## src/ppm_pkg.sv

```systemverilog
// Constants shared by the port pin override mux files
package ppm_pkg;
    // Bus register byte offsets
    localparam logic [4:0] ADDR_OUT = 5'h00; // Port output bits
    localparam logic [4:0] ADDR_DIR = 5'h04; // Direction bits
    localparam logic [4:0] ADDR_IN = 5'h08; // Pin value, write one toggles output bit
    localparam logic [4:0] ADDR_CTRL = 5'h0c; // Global controls
    localparam logic [4:0] ADDR_FLAG = 5'h10; // Pin change flags, write one clears
    // Control register field
    localparam int CTRL_PULL_OFF_BIT = 0; // Global pull-up disable
    // Reset values
    localparam logic [7:0] RESET_OUT = 8'h00;
    localparam logic [7:0] RESET_DIR = 8'h00;
    localparam logic RESET_PULL_OFF = 1'h0;
    // Pull-up on when {direction, output, global disable} equals this code
    localparam logic [2:0] PULL_ON_CODE = 3'h2;
    // Synchronizer depth for the readable pin value
    localparam int SYNC_STAGES = 2;
    // Function lanes of the eight-pin port
    localparam int LANE_SS = 0; // Slave select, pin change 0
    localparam int LANE_SCK = 1; // Serial clock, pin change 1
    localparam int LANE_MOSI = 2; // Master out, prog serial data in, pin change 2
    localparam int LANE_MISO = 3; // Master in, prog serial data out, pin change 3
    localparam int LANE_ANALOG_11 = 4; // Analog channel 11, pin change 4
    localparam int LANE_ANALOG_12 = 5; // Timer1 A, timer4 B complement, analog 12
    localparam int LANE_ANALOG_13 = 6; // Timer1 B, timer4 B, analog 13
    localparam int LANE_TIMER0_A = 7; // Timer0 A, timer1 C, pin change 7, flow control
endpackage : ppm_pkg

```

## src/ppm_sync2.sv

```systemverilog
// Two-stage synchronizer for asynchronous pin levels
`timescale 1ns/1ps
`default_nettype none
module ppm_sync2 #(
    parameter int WIDTH = 8
) (
    input wire logic clk_i,
    input wire logic rst_i,
    input wire logic [WIDTH-1:0] async_i,
    output logic [WIDTH-1:0] sync_o
);
    // First stage, read only by the second stage
    logic [WIDTH-1:0] meta;

    // Width must be usable
    if (WIDTH < 1) begin : g_bad_width
        $error("ppm_sync2: WIDTH must be at least 1");
    end

    // Both stages clear on reset
    always_ff @(posedge clk_i) begin
        if (rst_i) begin
            meta <= '0;
            sync_o <= '0;
        end else begin
            meta <= async_i;
            sync_o <= meta;
        end
    end
endmodule : ppm_sync2
`default_nettype wire

```

## src/ppm_pin_cell.sv

```systemverilog
// Combinational override mux for one port pin
`timescale 1ns/1ps
`default_nettype none
module ppm_pin_cell (
    input wire logic pin_direction_bit_i,
    input wire logic pin_output_bit_i,
    input wire logic global_pullup_disable_i,
    input wire logic sleep_clamp_i,
    input wire logic irq_enable_i,
    input wire logic pull_override_enable_i,
    input wire logic pull_override_value_i,
    input wire logic dir_override_enable_i,
    input wire logic dir_override_value_i,
    input wire logic value_override_enable_i,
    input wire logic value_override_value_i,
    input wire logic input_en_override_enable_i,
    input wire logic input_en_override_value_i,
    input wire logic pad_level_i,
    output logic pullup_en_o,
    output logic drive_en_o,
    output logic drive_level_o,
    output logic alt_digital_in_o
);
    // Normal-state input enable and final input enable
    wire clamp_active;
    wire input_enable;
    wire [2:0] pull_code;

    // Clamp applies unless the pin's interrupt request is enabled
    assign clamp_active = sleep_clamp_i & ~irq_enable_i;
    // Override ignores the sleep state entirely
    assign input_enable = input_en_override_enable_i ? input_en_override_value_i : ~clamp_active;
    // Clamped input reads as ground ahead of the trigger
    assign alt_digital_in_o = pad_level_i & input_enable;

    // Register-controlled pull-up only in the single input-high code
    assign pull_code = {pin_direction_bit_i, pin_output_bit_i, global_pullup_disable_i};
    assign pullup_en_o = pull_override_enable_i ? pull_override_value_i
                                                : (pull_code == ppm_pkg::PULL_ON_CODE);
    // Driver enable from override or direction bit; low enables fall back to registers
    assign drive_en_o = dir_override_enable_i ? dir_override_value_i : pin_direction_bit_i;
    // Driven level from override or output bit
    assign drive_level_o = value_override_enable_i ? value_override_value_i : pin_output_bit_i;
endmodule : ppm_pin_cell
`default_nettype wire

```

## src/ppm_port_top.sv

```systemverilog
// Port with per-pin peripheral override muxes and a Wishbone register slave
`timescale 1ns/1ps
`default_nettype none
module ppm_port_top #(
    parameter int WIDTH = 8
) (
    input wire logic clk_i,
    input wire logic rst_i,
    // Wishbone classic slave
    input wire logic wb_cyc_i,
    input wire logic wb_stb_i,
    input wire logic wb_we_i,
    input wire logic [4:0] wb_adr_i,
    input wire logic [3:0] wb_sel_i,
    input wire logic [31:0] wb_dat_i,
    output logic [31:0] wb_dat_o,
    output logic wb_ack_o,
    // Global sleep clamp from the sleep controller
    input wire logic sleep_clamp_i,
    // Per-pin interrupt request enables
    input wire logic [WIDTH-1:0] irq_enable_i,
    // Per-pin override signals from peripherals
    input wire logic [WIDTH-1:0] pull_override_enable_i,
    input wire logic [WIDTH-1:0] pull_override_value_i,
    input wire logic [WIDTH-1:0] dir_override_enable_i,
    input wire logic [WIDTH-1:0] dir_override_value_i,
    input wire logic [WIDTH-1:0] value_override_enable_i,
    input wire logic [WIDTH-1:0] value_override_value_i,
    input wire logic [WIDTH-1:0] toggle_override_enable_i,
    input wire logic [WIDTH-1:0] input_en_override_enable_i,
    input wire logic [WIDTH-1:0] input_en_override_value_i,
    // Pads
    input wire logic [WIDTH-1:0] pad_i,
    output logic [WIDTH-1:0] pad_o,
    output logic [WIDTH-1:0] pad_oe_o,
    output logic [WIDTH-1:0] pad_pullup_o,
    // Alternate function taps
    output logic [WIDTH-1:0] alt_digital_in_o,
    output logic [WIDTH-1:0] alt_analog_io_o,
    output logic spi_ss_in_o,
    output logic spi_sck_in_o,
    output logic spi_mosi_in_o,
    output logic spi_miso_in_o,
    output logic analog_channel_11_o,
    output logic analog_channel_12_o,
    output logic analog_channel_13_o
);
    // Port state registers
    logic [WIDTH-1:0] pin_output_bit; // Stored output bits
    logic [WIDTH-1:0] pin_direction_bit; // Stored direction bits
    logic global_pullup_disable; // Shared by all pins
    logic [WIDTH-1:0] change_flag; // Sticky pin change flags
    logic [WIDTH-1:0] pin_value; // Synchronized pin value
    logic [WIDTH-1:0] pin_value_prev; // Previous synchronized value

    // Combinational pin cell results
    wire [WIDTH-1:0] cell_pullup;
    wire [WIDTH-1:0] cell_drive_en;
    wire [WIDTH-1:0] cell_drive_level;
    wire [WIDTH-1:0] cell_din;

    // Bus decode
    wire bus_req;
    wire bus_commit;
    wire wr_commit;
    wire sel_low;
    wire hit_out;
    wire hit_dir;
    wire hit_in;
    wire hit_ctrl;
    wire hit_flag;
    wire [WIDTH-1:0] wr_bits;
    wire [WIDTH-1:0] pin_toggle;
    wire [WIDTH-1:0] next_pin_output_bit;
    wire [WIDTH-1:0] next_change_flag;
    wire [WIDTH-1:0] change_event;
    wire [31:0] next_rd_data;

    // Width must fit a bus word
    if (WIDTH < 1 || WIDTH > 32) begin : g_bad_width
        $error("ppm_port_top: WIDTH must be 1 to 32");
    end

    // Widen a port-wide vector into a bus word
    function automatic logic [31:0] to_word(input logic [WIDTH-1:0] v);
        logic [31:0] w;
        w = '0;
        w[WIDTH-1:0] = v;
        return w;
    endfunction : to_word

    // One mux per pin; strobes and globals fan to all pins
    for (genvar n = 0; n < WIDTH; n++) begin : g_pin
        ppm_pin_cell u_cell (
            .pin_direction_bit_i(pin_direction_bit[n]),
            .pin_output_bit_i(pin_output_bit[n]),
            .global_pullup_disable_i(global_pullup_disable),
            .sleep_clamp_i(sleep_clamp_i),
            .irq_enable_i(irq_enable_i[n]),
            .pull_override_enable_i(pull_override_enable_i[n]),
            .pull_override_value_i(pull_override_value_i[n]),
            .dir_override_enable_i(dir_override_enable_i[n]),
            .dir_override_value_i(dir_override_value_i[n]),
            .value_override_enable_i(value_override_enable_i[n]),
            .value_override_value_i(value_override_value_i[n]),
            .input_en_override_enable_i(input_en_override_enable_i[n]),
            .input_en_override_value_i(input_en_override_value_i[n]),
            .pad_level_i(pad_i[n]),
            .pullup_en_o(cell_pullup[n]),
            .drive_en_o(cell_drive_en[n]),
            .drive_level_o(cell_drive_level[n]),
            .alt_digital_in_o(cell_din[n])
        );
    end

    // Readable value passes two flops after the gated input
    ppm_sync2 #(
        .WIDTH(WIDTH)
    ) u_sync (
        .clk_i(clk_i),
        .rst_i(rst_i),
        .async_i(cell_din),
        .sync_o(pin_value)
    );

    // Unsynchronized tap; receivers resynchronize unless used as a clock
    assign alt_digital_in_o = cell_din;
    // Analog path is the raw pad, no gating in the way
    assign alt_analog_io_o = pad_i;

    // Function taps of the port; timer and flow-control outputs enter via value overrides
    assign spi_ss_in_o = cell_din[ppm_pkg::LANE_SS];
    assign spi_sck_in_o = cell_din[ppm_pkg::LANE_SCK];
    assign spi_mosi_in_o = cell_din[ppm_pkg::LANE_MOSI]; // Also programming data
    assign spi_miso_in_o = cell_din[ppm_pkg::LANE_MISO]; // Also programming data out lane
    assign analog_channel_11_o = pad_i[ppm_pkg::LANE_ANALOG_11];
    assign analog_channel_12_o = pad_i[ppm_pkg::LANE_ANALOG_12];
    assign analog_channel_13_o = pad_i[ppm_pkg::LANE_ANALOG_13];

    // Bus request, commit on the edge where ack is seen high
    assign bus_req = wb_cyc_i & wb_stb_i;
    assign bus_commit = bus_req & wb_ack_o;
    assign wr_commit = bus_commit & wb_we_i;
    assign sel_low = wb_sel_i[0] | (WIDTH > 8 ? |wb_sel_i[3:1] : 1'b0);
    assign wr_bits = wb_dat_i[WIDTH-1:0];

    // Address decode, one shared strobe per register
    assign hit_out = wb_adr_i == ppm_pkg::ADDR_OUT;
    assign hit_dir = wb_adr_i == ppm_pkg::ADDR_DIR;
    assign hit_in = wb_adr_i == ppm_pkg::ADDR_IN;
    assign hit_ctrl = wb_adr_i == ppm_pkg::ADDR_CTRL;
    assign hit_flag = wb_adr_i == ppm_pkg::ADDR_FLAG;

    // Writing ones to the pin register toggles output bits
    assign pin_toggle = (wr_commit & sel_low & hit_in) ? wr_bits : '0;
    // Direct write first, then software and peripheral toggles
    assign next_pin_output_bit = ((wr_commit & sel_low & hit_out) ? wr_bits : pin_output_bit)
                                 ^ pin_toggle ^ toggle_override_enable_i;

    // Any settled change flags; clamp release on a high pin shows here
    assign change_event = pin_value ^ pin_value_prev;
    // Set wins over a write-one clear
    assign next_change_flag = ((wr_commit & sel_low & hit_flag) ? (change_flag & ~wr_bits) : change_flag)
                              | change_event;

    // Read mux; unmapped offsets read zero
    assign next_rd_data = hit_out ? to_word(pin_output_bit) :
                          hit_dir ? to_word(pin_direction_bit) :
                          hit_in ? to_word(pin_value) :
                          hit_ctrl ? (32'(global_pullup_disable) << ppm_pkg::CTRL_PULL_OFF_BIT) :
                          hit_flag ? to_word(change_flag) : 32'h0;

    // Ack one cycle after request, dropped the cycle after
    always_ff @(posedge clk_i) begin
        if (rst_i) begin
            wb_ack_o <= 1'b0;
            wb_dat_o <= 32'h0;
        end else begin
            wb_ack_o <= bus_req & ~wb_ack_o;
            wb_dat_o <= next_rd_data;
        end
    end

    // Output bits, stored state toggled in place
    always_ff @(posedge clk_i) begin
        if (rst_i) begin
            pin_output_bit <= WIDTH'(ppm_pkg::RESET_OUT);
        end else begin
            pin_output_bit <= next_pin_output_bit;
        end
    end

    // Direction and global pull-up disable
    always_ff @(posedge clk_i) begin
        if (rst_i) begin
            pin_direction_bit <= WIDTH'(ppm_pkg::RESET_DIR);
            global_pullup_disable <= ppm_pkg::RESET_PULL_OFF;
        end else if (wr_commit & sel_low) begin
            if (hit_dir) begin
                pin_direction_bit <= wr_bits;
            end
            if (hit_ctrl) begin
                global_pullup_disable <= wb_dat_i[ppm_pkg::CTRL_PULL_OFF_BIT];
            end
        end
    end

    // Change flags and previous value
    always_ff @(posedge clk_i) begin
        if (rst_i) begin
            change_flag <= '0;
            pin_value_prev <= '0;
        end else begin
            change_flag <= next_change_flag;
            pin_value_prev <= pin_value;
        end
    end

    // Pad drivers; pull-ups and drivers off while reset holds
    always_ff @(posedge clk_i) begin
        if (rst_i) begin
            pad_pullup_o <= '0;
            pad_oe_o <= '0;
            pad_o <= '0;
        end else begin
            pad_pullup_o <= cell_pullup;
            pad_oe_o <= cell_drive_en;
            pad_o <= cell_drive_level;
        end
    end

    // Checks on lane 0 stand for every pin
    pullup_reset_a: assert property (@(posedge clk_i) rst_i |=> pad_pullup_o == '0)
        else $error("pull-up on after reset");

    pull_mux_a: assert property (@(posedge clk_i) disable iff (rst_i)
        ##1 pad_pullup_o[0] == ($past(pull_override_enable_i[0]) ? $past(pull_override_value_i[0])
            : ({$past(pin_direction_bit[0]), $past(pin_output_bit[0]), $past(global_pullup_disable)}
               == ppm_pkg::PULL_ON_CODE)))
        else $error("pull-up does not follow its controls");

    drive_mux_a: assert property (@(posedge clk_i) disable iff (rst_i)
        ##1 pad_oe_o[0] == ($past(dir_override_enable_i[0]) ? $past(dir_override_value_i[0])
                                                             : $past(pin_direction_bit[0])))
        else $error("driver enable wrong");

    level_mux_a: assert property (@(posedge clk_i) disable iff (rst_i)
        ##1 pad_o[0] == ($past(value_override_enable_i[0]) ? $past(value_override_value_i[0])
                                                            : $past(pin_output_bit[0])))
        else $error("driven level wrong");

    toggle_ovr_a: assert property (@(posedge clk_i) disable iff (rst_i)
        toggle_override_enable_i[0] && !wr_commit |=> pin_output_bit[0] != $past(pin_output_bit[0]))
        else $error("toggle override did not invert");

    pin_write_a: assert property (@(posedge clk_i) disable iff (rst_i)
        wr_commit && hit_in && sel_low && wb_dat_i[0] && !toggle_override_enable_i[0]
        |=> pin_output_bit[0] != $past(pin_output_bit[0]))
        else $error("pin write did not toggle");

    sleep_clamp_a: assert property (@(posedge clk_i) disable iff (rst_i)
        sleep_clamp_i |-> (alt_digital_in_o & ~input_en_override_enable_i & ~irq_enable_i) == '0)
        else $error("clamped input not grounded");

    sync_delay_a: assert property (@(posedge clk_i) disable iff (rst_i)
        ##2 pin_value[0] == $past(cell_din[0], 2))
        else $error("pin value not two stages late");

    change_flag_a: assert property (@(posedge clk_i) disable iff (rst_i)
        $rose(pin_value[0]) |=> change_flag[0])
        else $error("rising pin did not set flag");

    bus_ack_a: assert property (@(posedge clk_i) disable iff (rst_i)
        bus_req && !wb_ack_o |=> wb_ack_o ##1 !wb_ack_o)
        else $error("ack timing wrong");

    // Main scenarios
    clamp_wake_c: cover property (@(posedge clk_i) disable iff (rst_i)
        sleep_clamp_i ##1 !sleep_clamp_i ##[1:4] change_flag[7]);
    override_drive_c: cover property (@(posedge clk_i) disable iff (rst_i)
        dir_override_enable_i[0] && value_override_enable_i[0]);
    pin_toggle_c: cover property (@(posedge clk_i) disable iff (rst_i) wr_commit && hit_in);
endmodule : ppm_port_top
`default_nettype wire

```

## config.mk

```make
export PLATFORM = sky130hd
export DESIGN_NAME = ppm_port_top
export DESIGN_NICKNAME = d
export VERILOG_FILES = /design/src/ppm_pkg.sv /design/src/ppm_sync2.sv /design/src/ppm_pin_cell.sv /design/src/ppm_port_top.sv
export SDC_FILE = /design/constraint.sdc
export NUM_CORES = 1
export LEC_CHECK = 0
export ABC_AREA = 1
export BUFFER_PORTS_ARGS = -buffer_cell sky130_fd_sc_hd__buf_2
export CAP_MARGIN = 5
export CORE_ASPECT_RATIO = 0.8
export CORE_MARGIN = 1
export CORE_UTILIZATION = 41
export DETAILED_ROUTE_END_ITERATION = 6
export PLACE_DENSITY = 0.83
export SYNTH_ARGS = -nofsm -noshare
export SYNTH_HDL_FRONTEND = slang
export SYNTH_HIERARCHICAL = 1
export SYNTH_SLANG_ARGS = --single-unit
```

## constraint.sdc

```tcl
create_clock -name clk_i -period 1.5 [get_ports clk_i]
set_clock_uncertainty 0.15 [all_clocks]
set_input_delay 0.075 -clock clk_i [delete_from_list [all_inputs] [get_ports clk_i]]
set_output_delay 0.075 -clock clk_i [all_outputs]
set_load 0.01 [all_outputs]
```

---- Word level (Yosys, flattened, before mapping) ----
Index checks and enable logic that the tools add are counted.
cells by class
  multiplexer cells ....................... 40
  equality and inequality tests ........... 12
  bitwise logic cells ..................... 47
  reduce and logical (&&, ||, !) cells .... 4
operators by type and width
  cell                                                              number
  8-bit two-way mux                                                 8
  1-bit two-way mux                                                 32
  1-bit AND                                                         24
  3-bit by 2-bit == test with 1-bit output (second input constant)  8
  8-bit XOR                                                         3
  1-bit NOT                                                         17
  5-bit by 4-bit == test with 1-bit output (second input constant)  2
  8-bit AND                                                         1
  8-bit NOT                                                         1
  8-bit bitwise OR                                                  1
  5-bit by 3-bit == test with 1-bit output (second input constant)  1
  5-bit == test (second input constant)                             1
  5-bit logical NOT                                                 1
  5-bit OR reduction                                                1
  2-bit AND reduction                                               2
storage, ports and cells
  output and inout bits ................... 80
  register bits ........................... 106

---- Depth between registers and ports, before layout ----
Gate-level depths: netlist of the first run.
  depth in word-level cells ............... 8
  mapped depth ............................ 10
  depth with buffers taken out ............ 9

---- Cells and area by module ----
The synthesis of the first run kept the hierarchy.
modules (own cells, without submodules)
  module        cells each  seq. area each (µm²)  area an instance (µm²)  times used
  ppm_port_top  395         1321.3                3062.9                  1
  ppm_pin_cell  18          0.0                   70.1                    8
  ppm_sync2     50          320.3                 474.2                   1

---- Least setup slack after synthesis of the first run ----
OpenSTA, ideal clock, no wires.
  path kind ............................... reg2reg
  from .................................... register wb_ack_o
  to ...................................... register pin_output_bit[7]
  cell stages (with the launch flop) ...... 9
  period minus slack after synthesis ...... 1547 ps
  setup time .............................. 115 ps
  setup slack ............................. -47 ps
  data required time ...................... 1235 ps
  arrival time ............................ 1282 ps
  cells stage by stage .................... dfxtp_1 > nand3_1 > nor2_4 > buf_4 > nand3_1 > nand2_1 > nand2_1 > a21oi_1 > nor2_1
on the way
  word-level cells in the longest chain between the ends .. 7
  elaborated cells on any way between the ends .. 9
RTL lines
  what                                         RTL line                                  text
  start: declaration                           ppm_port_top.sv:17                        output logic wb_ack_o,
  start signal: assignment                     ppm_port_top.sv:179                       wb_ack_o <= bus_req & ~wb_ack_o;
  1-bit AND *                                  ppm_port_top.sv:142                       assign bus_commit = bus_req & wb_ack_o;
  1-bit AND *                                  ppm_port_top.sv:143                       assign wr_commit = bus_commit & wb_we_i;
  1-bit AND *                                  ppm_port_top.sv:155, ppm_port_top.sv:157
  1-bit AND, on equally long branches          ppm_port_top.sv:157, ppm_port_top.sv:155
  8-bit two-way mux, on equally long branches  ppm_port_top.sv:157, ppm_port_top.sv:155
  8-bit XOR * (2 in a row)                     ppm_port_top.sv:158                       ^ pin_toggle ^ toggle_override_enable_i;
  end signal: assignment                       ppm_port_top.sv:187                       pin_output_bit <= WIDTH'(ppm_pkg::RESET_OUT);
  end signal: assignment                       ppm_port_top.sv:189                       pin_output_bit <= next_pin_output_bit;
  end: declaration                             ppm_port_top.sv:49                        logic [WIDTH-1:0] pin_output_bit;
Every way passes the cells marked *; elsewhere a longest branch is shown, timed or not.
A chain may end at the register's enable or synchronous reset.

---- Worst setup path after layout of the first run ----
  from .................................... register wb_ack_o
  to ...................................... register pin_output_bit[1]
The elaborated chain is that of the path after synthesis.

==> impl_metrics.tcl, run 1 <==
set metrics [dict create \
    rsz0062_at_grt "true" \
    synth_area_leader_cell "dfxtp_1" \
    intPower_uw 4040 \
    worstPathArrival_ns 1.65 \
    endpoint "pin_output_bit[1]$_SDFF_PP0_" \
    ys_seq_area_frac 0.401 \
    synth.area.top_cells "dfxtp_1 40%, nand2_1 11%, inv_1 9.9%" \
    ios 215 \
    synth.top_cell.area_share 0.401 \
    worstSetupPathType "reg -> reg" \
    synth_cells 589 \
    die_h_um 91.4 \
    wl_per_cell_um 13.6 \
    worstRegToRegCells 9 \
    core_sq_um 9690 \
    portBuffers 163 \
    cts.sinks 82 \
    fin_area_sq_um 6310 \
    initial_core_util 0.423 \
    fin_crit_ns 1.57 \
    startpoint_type "flop" \
    path_clk_slew_ns 0.06 \
    hpwl_um 7320 \
    p_comb_frac 0.168 \
    async_reset_ff_frac 0 \
    required_ns 1.58 \
    power.net_switching_uw 1370 \
    grt_overflow 0 \
    max_freq_mhz 636 \
    first_iter_violations 371 \
    first_global_vias 4288 \
    routed_wirelength_um 13400 \
    setup_ws_ns -0.0720 \
    critPathCaptureType "flop" \
    worst_slew_pin_slew_ns 0.543 \
    cts-root-buf "clkbuf_16" \
    swShare 0.253 \
    ys_types 30 \
    r2r-start "wb_ack_o$_SDFF_PP0_" \
    syn_avg_cell_area_sq_um 6.96 \
    place_area_sq_um 4910 \
    dr.pass1.iters 5 \
    grt_pass1_wl_um 19300 \
    setup_viol 12 \
    p_clk_frac 0.403 \
    grt_use_total 0.239 \
    total_power_uw 5410 \
    drt_drc_violations_left 0 \
    drive_above_1_share 0.315 \
    yosysMostFrequentCell "nand2_1" \
    synth_edf_count 0 \
    fillers 763 \
    gp_congestion 0.821 \
    cts_tree "built" \
    fin_nets 975 \
    grt_start_max_net_pins 62 \
    dieWidth_um 114 \
    antenna_found_initial 1 \
    rrSetupSlack_ns -0.07 \
    drv_slew 0 \
    hold_path_class "in -> reg" \
    max_cap_viol_count 0 \
    run_status "finished with violations" \
    num_rows 32 \
    yosys-top-cells-count "117 x nand2_1, 108 x inv_1, 86 x nor2_1" \
    final_antenna_net_count 0 \
    htreeDepth 3 \
    clock_latency_ns 0.34 \
    post-route-util 0.652 \
    clockBufferDepth 2 \
    dr_total_vias 4644 \
    hold_viol_final 1 \
    syn2layout_area_growth_pct 54.1 \
    violations "hold timing, setup timing" \
    finalCritPeriodShare 1.05 \
    whs_ns -0.0167 \
    numCtsBuffers 9 \
    dieArea_sq_um 10400 \
    pwr-share-seq 0.429 \
    relSlewSlack 0.637 \
    startpoint "wb_ack_o$_SDFF_PP0_" \
    r2r_end "pin_output_bit[1]$_SDFF_PP0_" \
    synth-seq-cells 82 \
    p_per_area_nw_per_um2 857 \
    ys_warn_count 6 \
    via_per_inst 4.73 \
    max-vdd-ir-drop_v 0.000529 \
    setup_tns_ns -0.360 \
    syn-cell-area_sq_um 4100 \
    leakage_uw 0.00318 \
    path_max_fanout 6 \
    synth_flop_cell "dfxtp_1" \
]
worst max-delay path, stage by stage, from the launching register on:
cell     delay, ns
dfxtp_2       0.34
nand3_2       0.09
nor2_4        0.14
buf_12        0.14
buf_12        0.14
nand3_2       0.12
inv_2         0.08
nand2_2       0.06
a21oi_1       0.14
nor2_1        0.06
routing by layer:
metal  global-route usage  part of all wire  routed length [um]  vias up
li1                     -                 -                   -     2223
met1                0.255              0.37                4940     2069
met2                0.427              0.50                6690      287
met3               0.0781             0.092                1230       65
met4                0.109             0.037                 500        0
met5                    0                 0                   0        -
cell usage in the layout, fill, tap and decap left out, types with 3 or more instances in the layout:
cell	n
a21oi_1	25
a21oi_2	4
a31oi_1	5
a41oi_1	3
buf_12	6
buf_2	163
buf_4	11
clkbuf_16	9
conb_1	24
dfxtp_1	74
dfxtp_2	4
dfxtp_4	4
dlygate4sd3_1	88
inv_1	105
inv_2	4
nand2_1	112
nand2_2	12
nand3_1	14
nand3_2	17
nor2_1	79
nor2_2	12
nor2_4	4
nor3_1	3
o21ai_0	23
o21ai_1	13
xnor2_1	8
how the worst min path moves through the flow:
stage                                            start                                  to  slack, ns  cells after the start
after global routing      input_en_override_value_i[0]           u_sync/meta[0]$_SDFF_PP0_       0.05                      7
after global placement     toggle_override_enable_i[5]        pin_output_bit[5]$_SDFF_PP0_       0.17                      3
after CTS                                  wb_adr_i[2]  global_pullup_disable$_SDFFE_PP0P_       0.03                      4
after floorplan            toggle_override_enable_i[6]        pin_output_bit[6]$_SDFF_PP0_       0.06                      2
final                     input_en_override_value_i[0]           u_sync/meta[0]$_SDFF_PP0_      -0.02                      7
after detailed placement   toggle_override_enable_i[6]        pin_output_bit[6]$_SDFF_PP0_       0.17                      3
metrics by stage:
stage | hold WS (ns) | setup slack (ns) | instances
after CTS | 0.0278 | -0.0161 | 978
final | -0.0167 | -0.0720 | 982
after floorplan | 0.0567 | 0.0194 | 612
after global placement | 0.166 | -0.0161 | 871
after global routing | 0.0484 | -0.140 | 981
after detailed placement | 0.170 | -0.0768 | 871
final cells by class:
class	instances	area, sq um	area share
multi-input combinational	367	1840	0.291
tap	136	170	0.0269
antenna	2	5.00	0.000793
clock inverter	5	55.1	0.00872
clock buffer	10	239	0.0378
timing repair buffer	271	1930	0.306
inverter	109	409	0.0648
sequential	82	1660	0.263
timing repair:
| item | in CTS | in global routing |
|---|---|---|
| gates resized for setup | 5 | 51 |
| setup buffers | 1 | 3 |
| pin swaps | 5 | 13 |
| endpoints found under the setup margin | 6 | 31 |
| endpoints found under the hold margin | 52 | 3 |
| hold buffers | 90 | 3 |
| gates cloned | 1 | 0 |
kinds of logic (layout without fill, tap and decap cells):
group | Yosys count | after routing | share of synthesized area
xor+xnor | 8 | 8 | 0.0171
other cells | 1 | 26 | 0.000915
simple gates | 260 | 260 | 0.279
flops | 82 | 82 | 0.401
buf+inv | 163 | 395 | 0.203
compound gates | 75 | 75 | 0.0995
registers in the layout, summed over array words and instances (netlist names):
register               count
wb_dat_o                   8
pad_oe_o                   8
pin_direction_bit          8
wb_ack_o                   1
pin_output_bit             8
global_pullup_disable      1
pad_pullup_o               8
u_sync/sync_o              8
pin_value_prev             8
u_sync/meta                8
pad_o                      8
change_flag                8
power by group through the flow:
stage	logic [uW]	registers, uW	clock network, uW
2_1_floorplan	423	2380	0
3_3_place_gp	647	2370	0
3_5_place_dp	660	2370	0
4_1_cts	854	2320	2210
5_1_grt	1000	2330	2300
6_report	909	2320	2180
Power figures use the tool's default switching activity.
==> run 2: changes to the inputs <==
- CORE_UTILIZATION: 41 -> 45
- CTS_CLUSTER_SIZE: default -> 14
- PLACE_DENSITY: 0.83 -> 0.87
- SYNTH_HIERARCHICAL: 1 -> default
- clock period: 1.5 -> 1.85 ns (I/O delays scaled with it)
==> run 2 against run 1 <==
The run now ends clean. Global-route usage up 2.4 points. Non-clock buffer count shrank 13. Power shrank 29%. Worst hold slack better by 0.024 ns. Clock-buffer cell count up 1. Final cell count shrank 11%. Maximum frequency down 8.6%. Utilization is 4.1 points higher. Largest cell class unchanged.
==> impl_metrics.tcl, run 2 <==
set metrics [dict create \
    run_status "finished, final reports clean" \
    startpoint_type "flop" \
    grt_overflow 0 \
    yosysMostFrequentCell "inv_1" \
    synth.top_cell.area_share 0.426 \
    place_area_sq_um 4550 \
    dr_total_vias 4293 \
    cts-root-buf "clkbuf_8" \
    grt_pass1_wl_um 18500 \
    intPower_uw 2840 \
    gp_congestion 0.823 \
    num_antenna_cells 0 \
    worstSetupPathType "reg -> reg" \
    fin_nets 895 \
    fin_crit_ns 1.72 \
    cts_setup_buffers 0 \
    yosys-top-cells-count "86 x inv_1, 82 x dfxtp_1, 69 x nor2_1" \
    synth_cells 526 \
    syn-cell-area_sq_um 3850 \
    routed_wirelength_um 11600 \
    mostFrequentLayoutCells "163 x buf_2, 86 x inv_1, 86 x dlygate4sd3_1" \
    antenna_found_initial 0 \
    finalCritPeriodShare 0.929 \
    initial_core_util 0.476 \
    rsz0062_at_grt "false" \
    ys_warn_count 0 \
    critPathCaptureType "flop" \
    p_clk_frac 0.336 \
    first_iter_violations 307 \
    htreeDepth 3 \
    ys_types 25 \
    first_global_vias 4213 \
    cts.sinks 82 \
    fin_area_sq_um 5610 \
    hold_viol_final 0 \
    layout.cells.non_filler 873 \
    ys_seq_area_frac 0.426 \
    syn2layout_area_growth_pct 45.7 \
    synth_area_leader_cell "dfxtp_1" \
    path_clk_slew_ns 0.08 \
    relSlewSlack 0.603 \
    setup_viol 0 \
    worstPathArrival_ns 1.82 \
    dr.pass1.iters 5 \
    numPlacedInstances 771 \
    final_antenna_net_count 0 \
    ios 215 \
    fillers 645 \
    leakage_uw 0.00287 \
    cts_tree "built" \
    dieWidth_um 105 \
    drv_slew 0 \
    syn_avg_cell_area_sq_um 7.32 \
    setup_tns_ns 0 \
    core_sq_um 8090 \
    max_cap_viol_count 0 \
    total_power_uw 3830 \
    hold_path_class "in -> reg" \
    power.net_switching_uw 991 \
    num_rows 29 \
    portBuffers 163 \
    numCtsBuffers 9 \
    async_reset_ff_frac 0 \
    drt_drc_violations_left 0 \
    path_max_fanout 8 \
    synth.area.top_cells "dfxtp_1 43%, a21oi_1 8.6%, buf_4 8.6%" \
    max-vdd-ir-drop_v 0.000424 \
    max_freq_mhz 582 \
    grt_use_total 0.263 \
    final_common_cell "buf_2" \
    dieArea_sq_um 8930 \
    clock_latency_ns 0.35 \
    grt_start_max_net_pins 57 \
    required_ns 1.95 \
    post-route-util 0.693 \
    pwr-share-seq 0.489 \
    clockBufferDepth 2 \
    p_comb_frac 0.175 \
    die_h_um 84.7 \
    synth-seq-cells 82 \
    swShare 0.259 \
    wl_per_cell_um 13.3 \
    p_per_area_nw_per_um2 683 \
    drive_above_1_share 0.258 \
    hpwl_um 7200 \
    synth_flop_cell "dfxtp_1" \
    worst_slew_pin_slew_ns 0.596 \
    via_per_inst 4.92 \
    synth_edf_count 0 \
]
-- run 2: cell types whose count changed in the layout (fill, tap and decap cells not counted), moves of 10 or more --
| cell | previous run | this run |
|---|---|---|
| nand2_1 | 112 | 50 |
| a21oi_1 | 25 | 66 |
| nand3_2 | 17 | 0 |
| o21ai_1 | 13 | 0 |
| nor2_1 | 79 | 69 |
| nand2_2 | 12 | 0 |
| inv_1 | 105 | 86 |
| nor2_2 | 12 | 2 |
| nand3_1 | 14 | 45 |
-- run 2: worst max-delay path: stages (launching register included) --
cell     delay, ns
dfxtp_1       0.41
nand3_1       0.14
nor2_4        0.20
buf_4         0.20
nand3_1       0.12
nand2_1       0.10
nand2_1       0.10
a21oi_1       0.15
nor2_1        0.06
-- run 2: layout make-up --
cell class	count	area, sq um	share of cell area
Clock buffer	11	141	0.0252
Clock inverter	5	53.8	0.00959
Inverter	87	327	0.0582
Multi-Input combinational cell	322	1570	0.279
Sequential cell	82	1640	0.293
Tap cell	108	135	0.0241
Timing Repair Buffer	258	1740	0.311
-- run 2: layer usage --
metal | track usage | routed length [um] | vias up
li1 | - | - | 2068
met1 | 0.278 | 4320 | 1945
met2 | 0.489 | 6010 | 230
met3 | 0.0590 | 844 | 50
met4 | 0.137 | 435 | 0
met5 | 0 | 0 | -
-- run 2: final timing paths --
kind	start	endpoint	slack, ns	cells past startpoint
worst max register to register	wb_ack_o$_SDFF_PP0_	pin_output_bit[4]$_SDFF_PP0_	0.13	8
worst max-delay path	wb_ack_o$_SDFF_PP0_	pin_output_bit[4]$_SDFF_PP0_	0.13	8
worst min register to register	u_sync.meta[1]$_SDFF_PP0_	u_sync.sync_o[1]$_SDFF_PP0_	0.25	2
worst min-delay path	irq_enable_i[1]	u_sync.meta[1]$_SDFF_PP0_	0.008	4
-- run 2: what timing repair did --
action / CTS / global route
setup endpoints to repair: 0 / 0
hold buffers: 86 / 0
resized for setup: 0 / 0
hold endpoints to repair: 49 / 0
-- run 2: cell families after synthesis --
family,Yosys count,share of synthesized area
and+or+nand+nor,182,0.215
buffers and inverters,145,0.189
AOI/OAI and AO/OA,108,0.150
DFF,82,0.426
xor gates and xnor gates,8,0.0182
other,1,0.000974
-- run 2: power groups by stage --
stage               Clock [uW]  Combinational, uW  Sequential (uW)
floorplan                    0                318             1920
global placement             0                479             1910
detailed placement           0                497             1910
CTS                       1310                649             1870
global route              1390                739             1880
finish                    1290                671             1870
-- run 2: metrics by stage --
step,hold WS (ns),worst slack (ns)
finish,0.00777,0.131
global route,0.0390,0.0590
CTS,0.00162,0.215
detailed placement,0.173,0.232
global placement,0.166,0.316
floorplan,0.0742,0.316
==> run 3: changes to the inputs <==
- CORE_ASPECT_RATIO: 0.8 -> 1.4
==> run 3 against run 2 <==
Utilization fell by 0.71 points. Clock power rose by 43%. Sequential power barely moved. Setup slack got worse by 0.075 ns.
==> impl_metrics.tcl, run 3 (synthesis gave the netlist of run 2 again) <==
set metrics [dict create \
    gp_congestion 0.829 \
    cts_tree "built" \
    critPathCaptureType "flop" \
    num_rows 39 \
    numCtsBuffers 9 \
    worstRegToRegCells 8 \
    portBuffers 163 \
    cts.sinks 82 \
    max_cap_viol_count 0 \
    hold_viol_final 0 \
    syn2layout_area_growth_pct 47.0 \
    initial_core_util 0.467 \
    dr.pass1.iters 6 \
    via_per_inst 5.43 \
    ios 215 \
    first_global_vias 4758 \
    leakage_uw 0.00287 \
    dieArea_sq_um 8930 \
    fin_crit_ns 1.79 \
    dr_total_vias 4673 \
    required_ns 1.92 \
    hold_path_class "in -> reg" \
    grt_use_total 0.343 \
    worstPathArrival_ns 1.87 \
    routed_wirelength_um 14000 \
    max_freq_mhz 557 \
    setup_tns_ns 0 \
    grt_overflow 0 \
    path_clk_slew_ns 0.06 \
    grt_start_max_net_pins 28 \
    core_sq_um 8250 \
    fin_nets 887 \
    path_max_fanout 15 \
    drt_drc_violations_left 0 \
    final_antenna_net_count 0 \
    drv_slew 0 \
    run_status "finished, final reports clean" \
    drive_above_1_share 0.262 \
    dieWidth_um 80.2 \
    antenna_found_initial 2 \
    mostFrequentLayoutCells "163 x buf_2, 86 x inv_1, 82 x dfxtp_1" \
    p_per_area_nw_per_um2 781 \
    whs_ns 0.00451 \
    grt_pass1_wl_um 23100 \
    wl_per_cell_um 16.3 \
    finalCritPeriodShare 0.970 \
    cts-root-buf "clkbuf_16" \
    first_iter_violations 778 \
    worstSetupPathType "reg -> reg" \
    hpwl_um 7170 \
    startpoint_type "flop" \
    max-vdd-ir-drop_v 0.000638 \
    htreeDepth 3 \
    hold_depth 4 \
    clockBufferDepth 2 \
    clock_latency_ns 0.35 \
    die_h_um 111 \
    final_common_cell "buf_2" \
    setup_viol 0 \
]
-- run 3: cell types whose count changed in the layout (fill, tap and decap cells not counted), sizes merged --
cell         delta
buf             -2
clkbuf          +1
clkinv          -3
diode           +1
clkinvlp        +2
dlygate4sd3     -6
-- run 3: metrics by stage --
stage               power [uW]  setup WS (ns)  area (sq um)  cells   util
finish                    4420         0.0559          5660    860  0.686
global route              4570     -0.0000950          5660    860  0.686
floorplan                 2240          0.316          3940    549      -
global placement          2390          0.272          4520    762  0.548
detailed placement        2410          0.194          4520    762  0.548
CTS                       4340          0.139          5630    858  0.683
-- run 3: area by class of cell --
| class | count | area [sq um] |
|---|---|---|
| clock inverters | 4 | 50.0 |
| well taps | 102 | 128 |
| inverters | 87 | 327 |
| flip-flops and latches | 82 | 1640 |
| diodes | 1 | 2.50 |
| fillers | 579 | 2590 |
| clock buffers | 12 | 256 |
| multi-input cells | 322 | 1580 |
| repair buffers | 250 | 1670 |
-- run 3: worst max-delay path, cell delays in order (launching register included) --
cell     delay (ns)
dfxtp_1        0.37
nand3_1        0.14
nor2_4         0.18
buf_4          0.16
nand2_4        0.14
nand2_1        0.11
nand3_1        0.10
a21oi_1        0.22
nor2_1         0.10
-- run 3: final timing paths --
kind,startpoint,to,slack [ns]
min,pad_i[5],u_sync.meta[5]$_SDFF_PP0_,0.005
max reg2reg,wb_ack_o$_SDFF_PP0_,pin_output_bit[3]$_SDFF_PP0_,0.06
min reg2reg,u_sync.meta[7]$_SDFF_PP0_,u_sync.sync_o[7]$_SDFF_PP0_,0.25
max,wb_ack_o$_SDFF_PP0_,pin_output_bit[3]$_SDFF_PP0_,0.06
-- run 3: routing by layer --
metal | wire length [um] | GRT usage
met1 | 4500 | 0.340
met5 | 0 | 0.0118
met2 | 6930 | 0.564
met3 | 1520 | 0.135
met4 | 1050 | 0.262
-- run 3: timing repair --
item | CTS | global route
setup endpoints to repair | 0 | 9
resized for setup | 0 | 5
hold endpoints to repair | 46 | 0
hold buffers | 80 | 0
buffers inserted | 0 | 1
-- run 3: report_power, final --
group	total [uW]	internal (uW)	switching (uW)
logic	697	333	364
clock network	1840	1120	727
registers	1880	1840	35.5
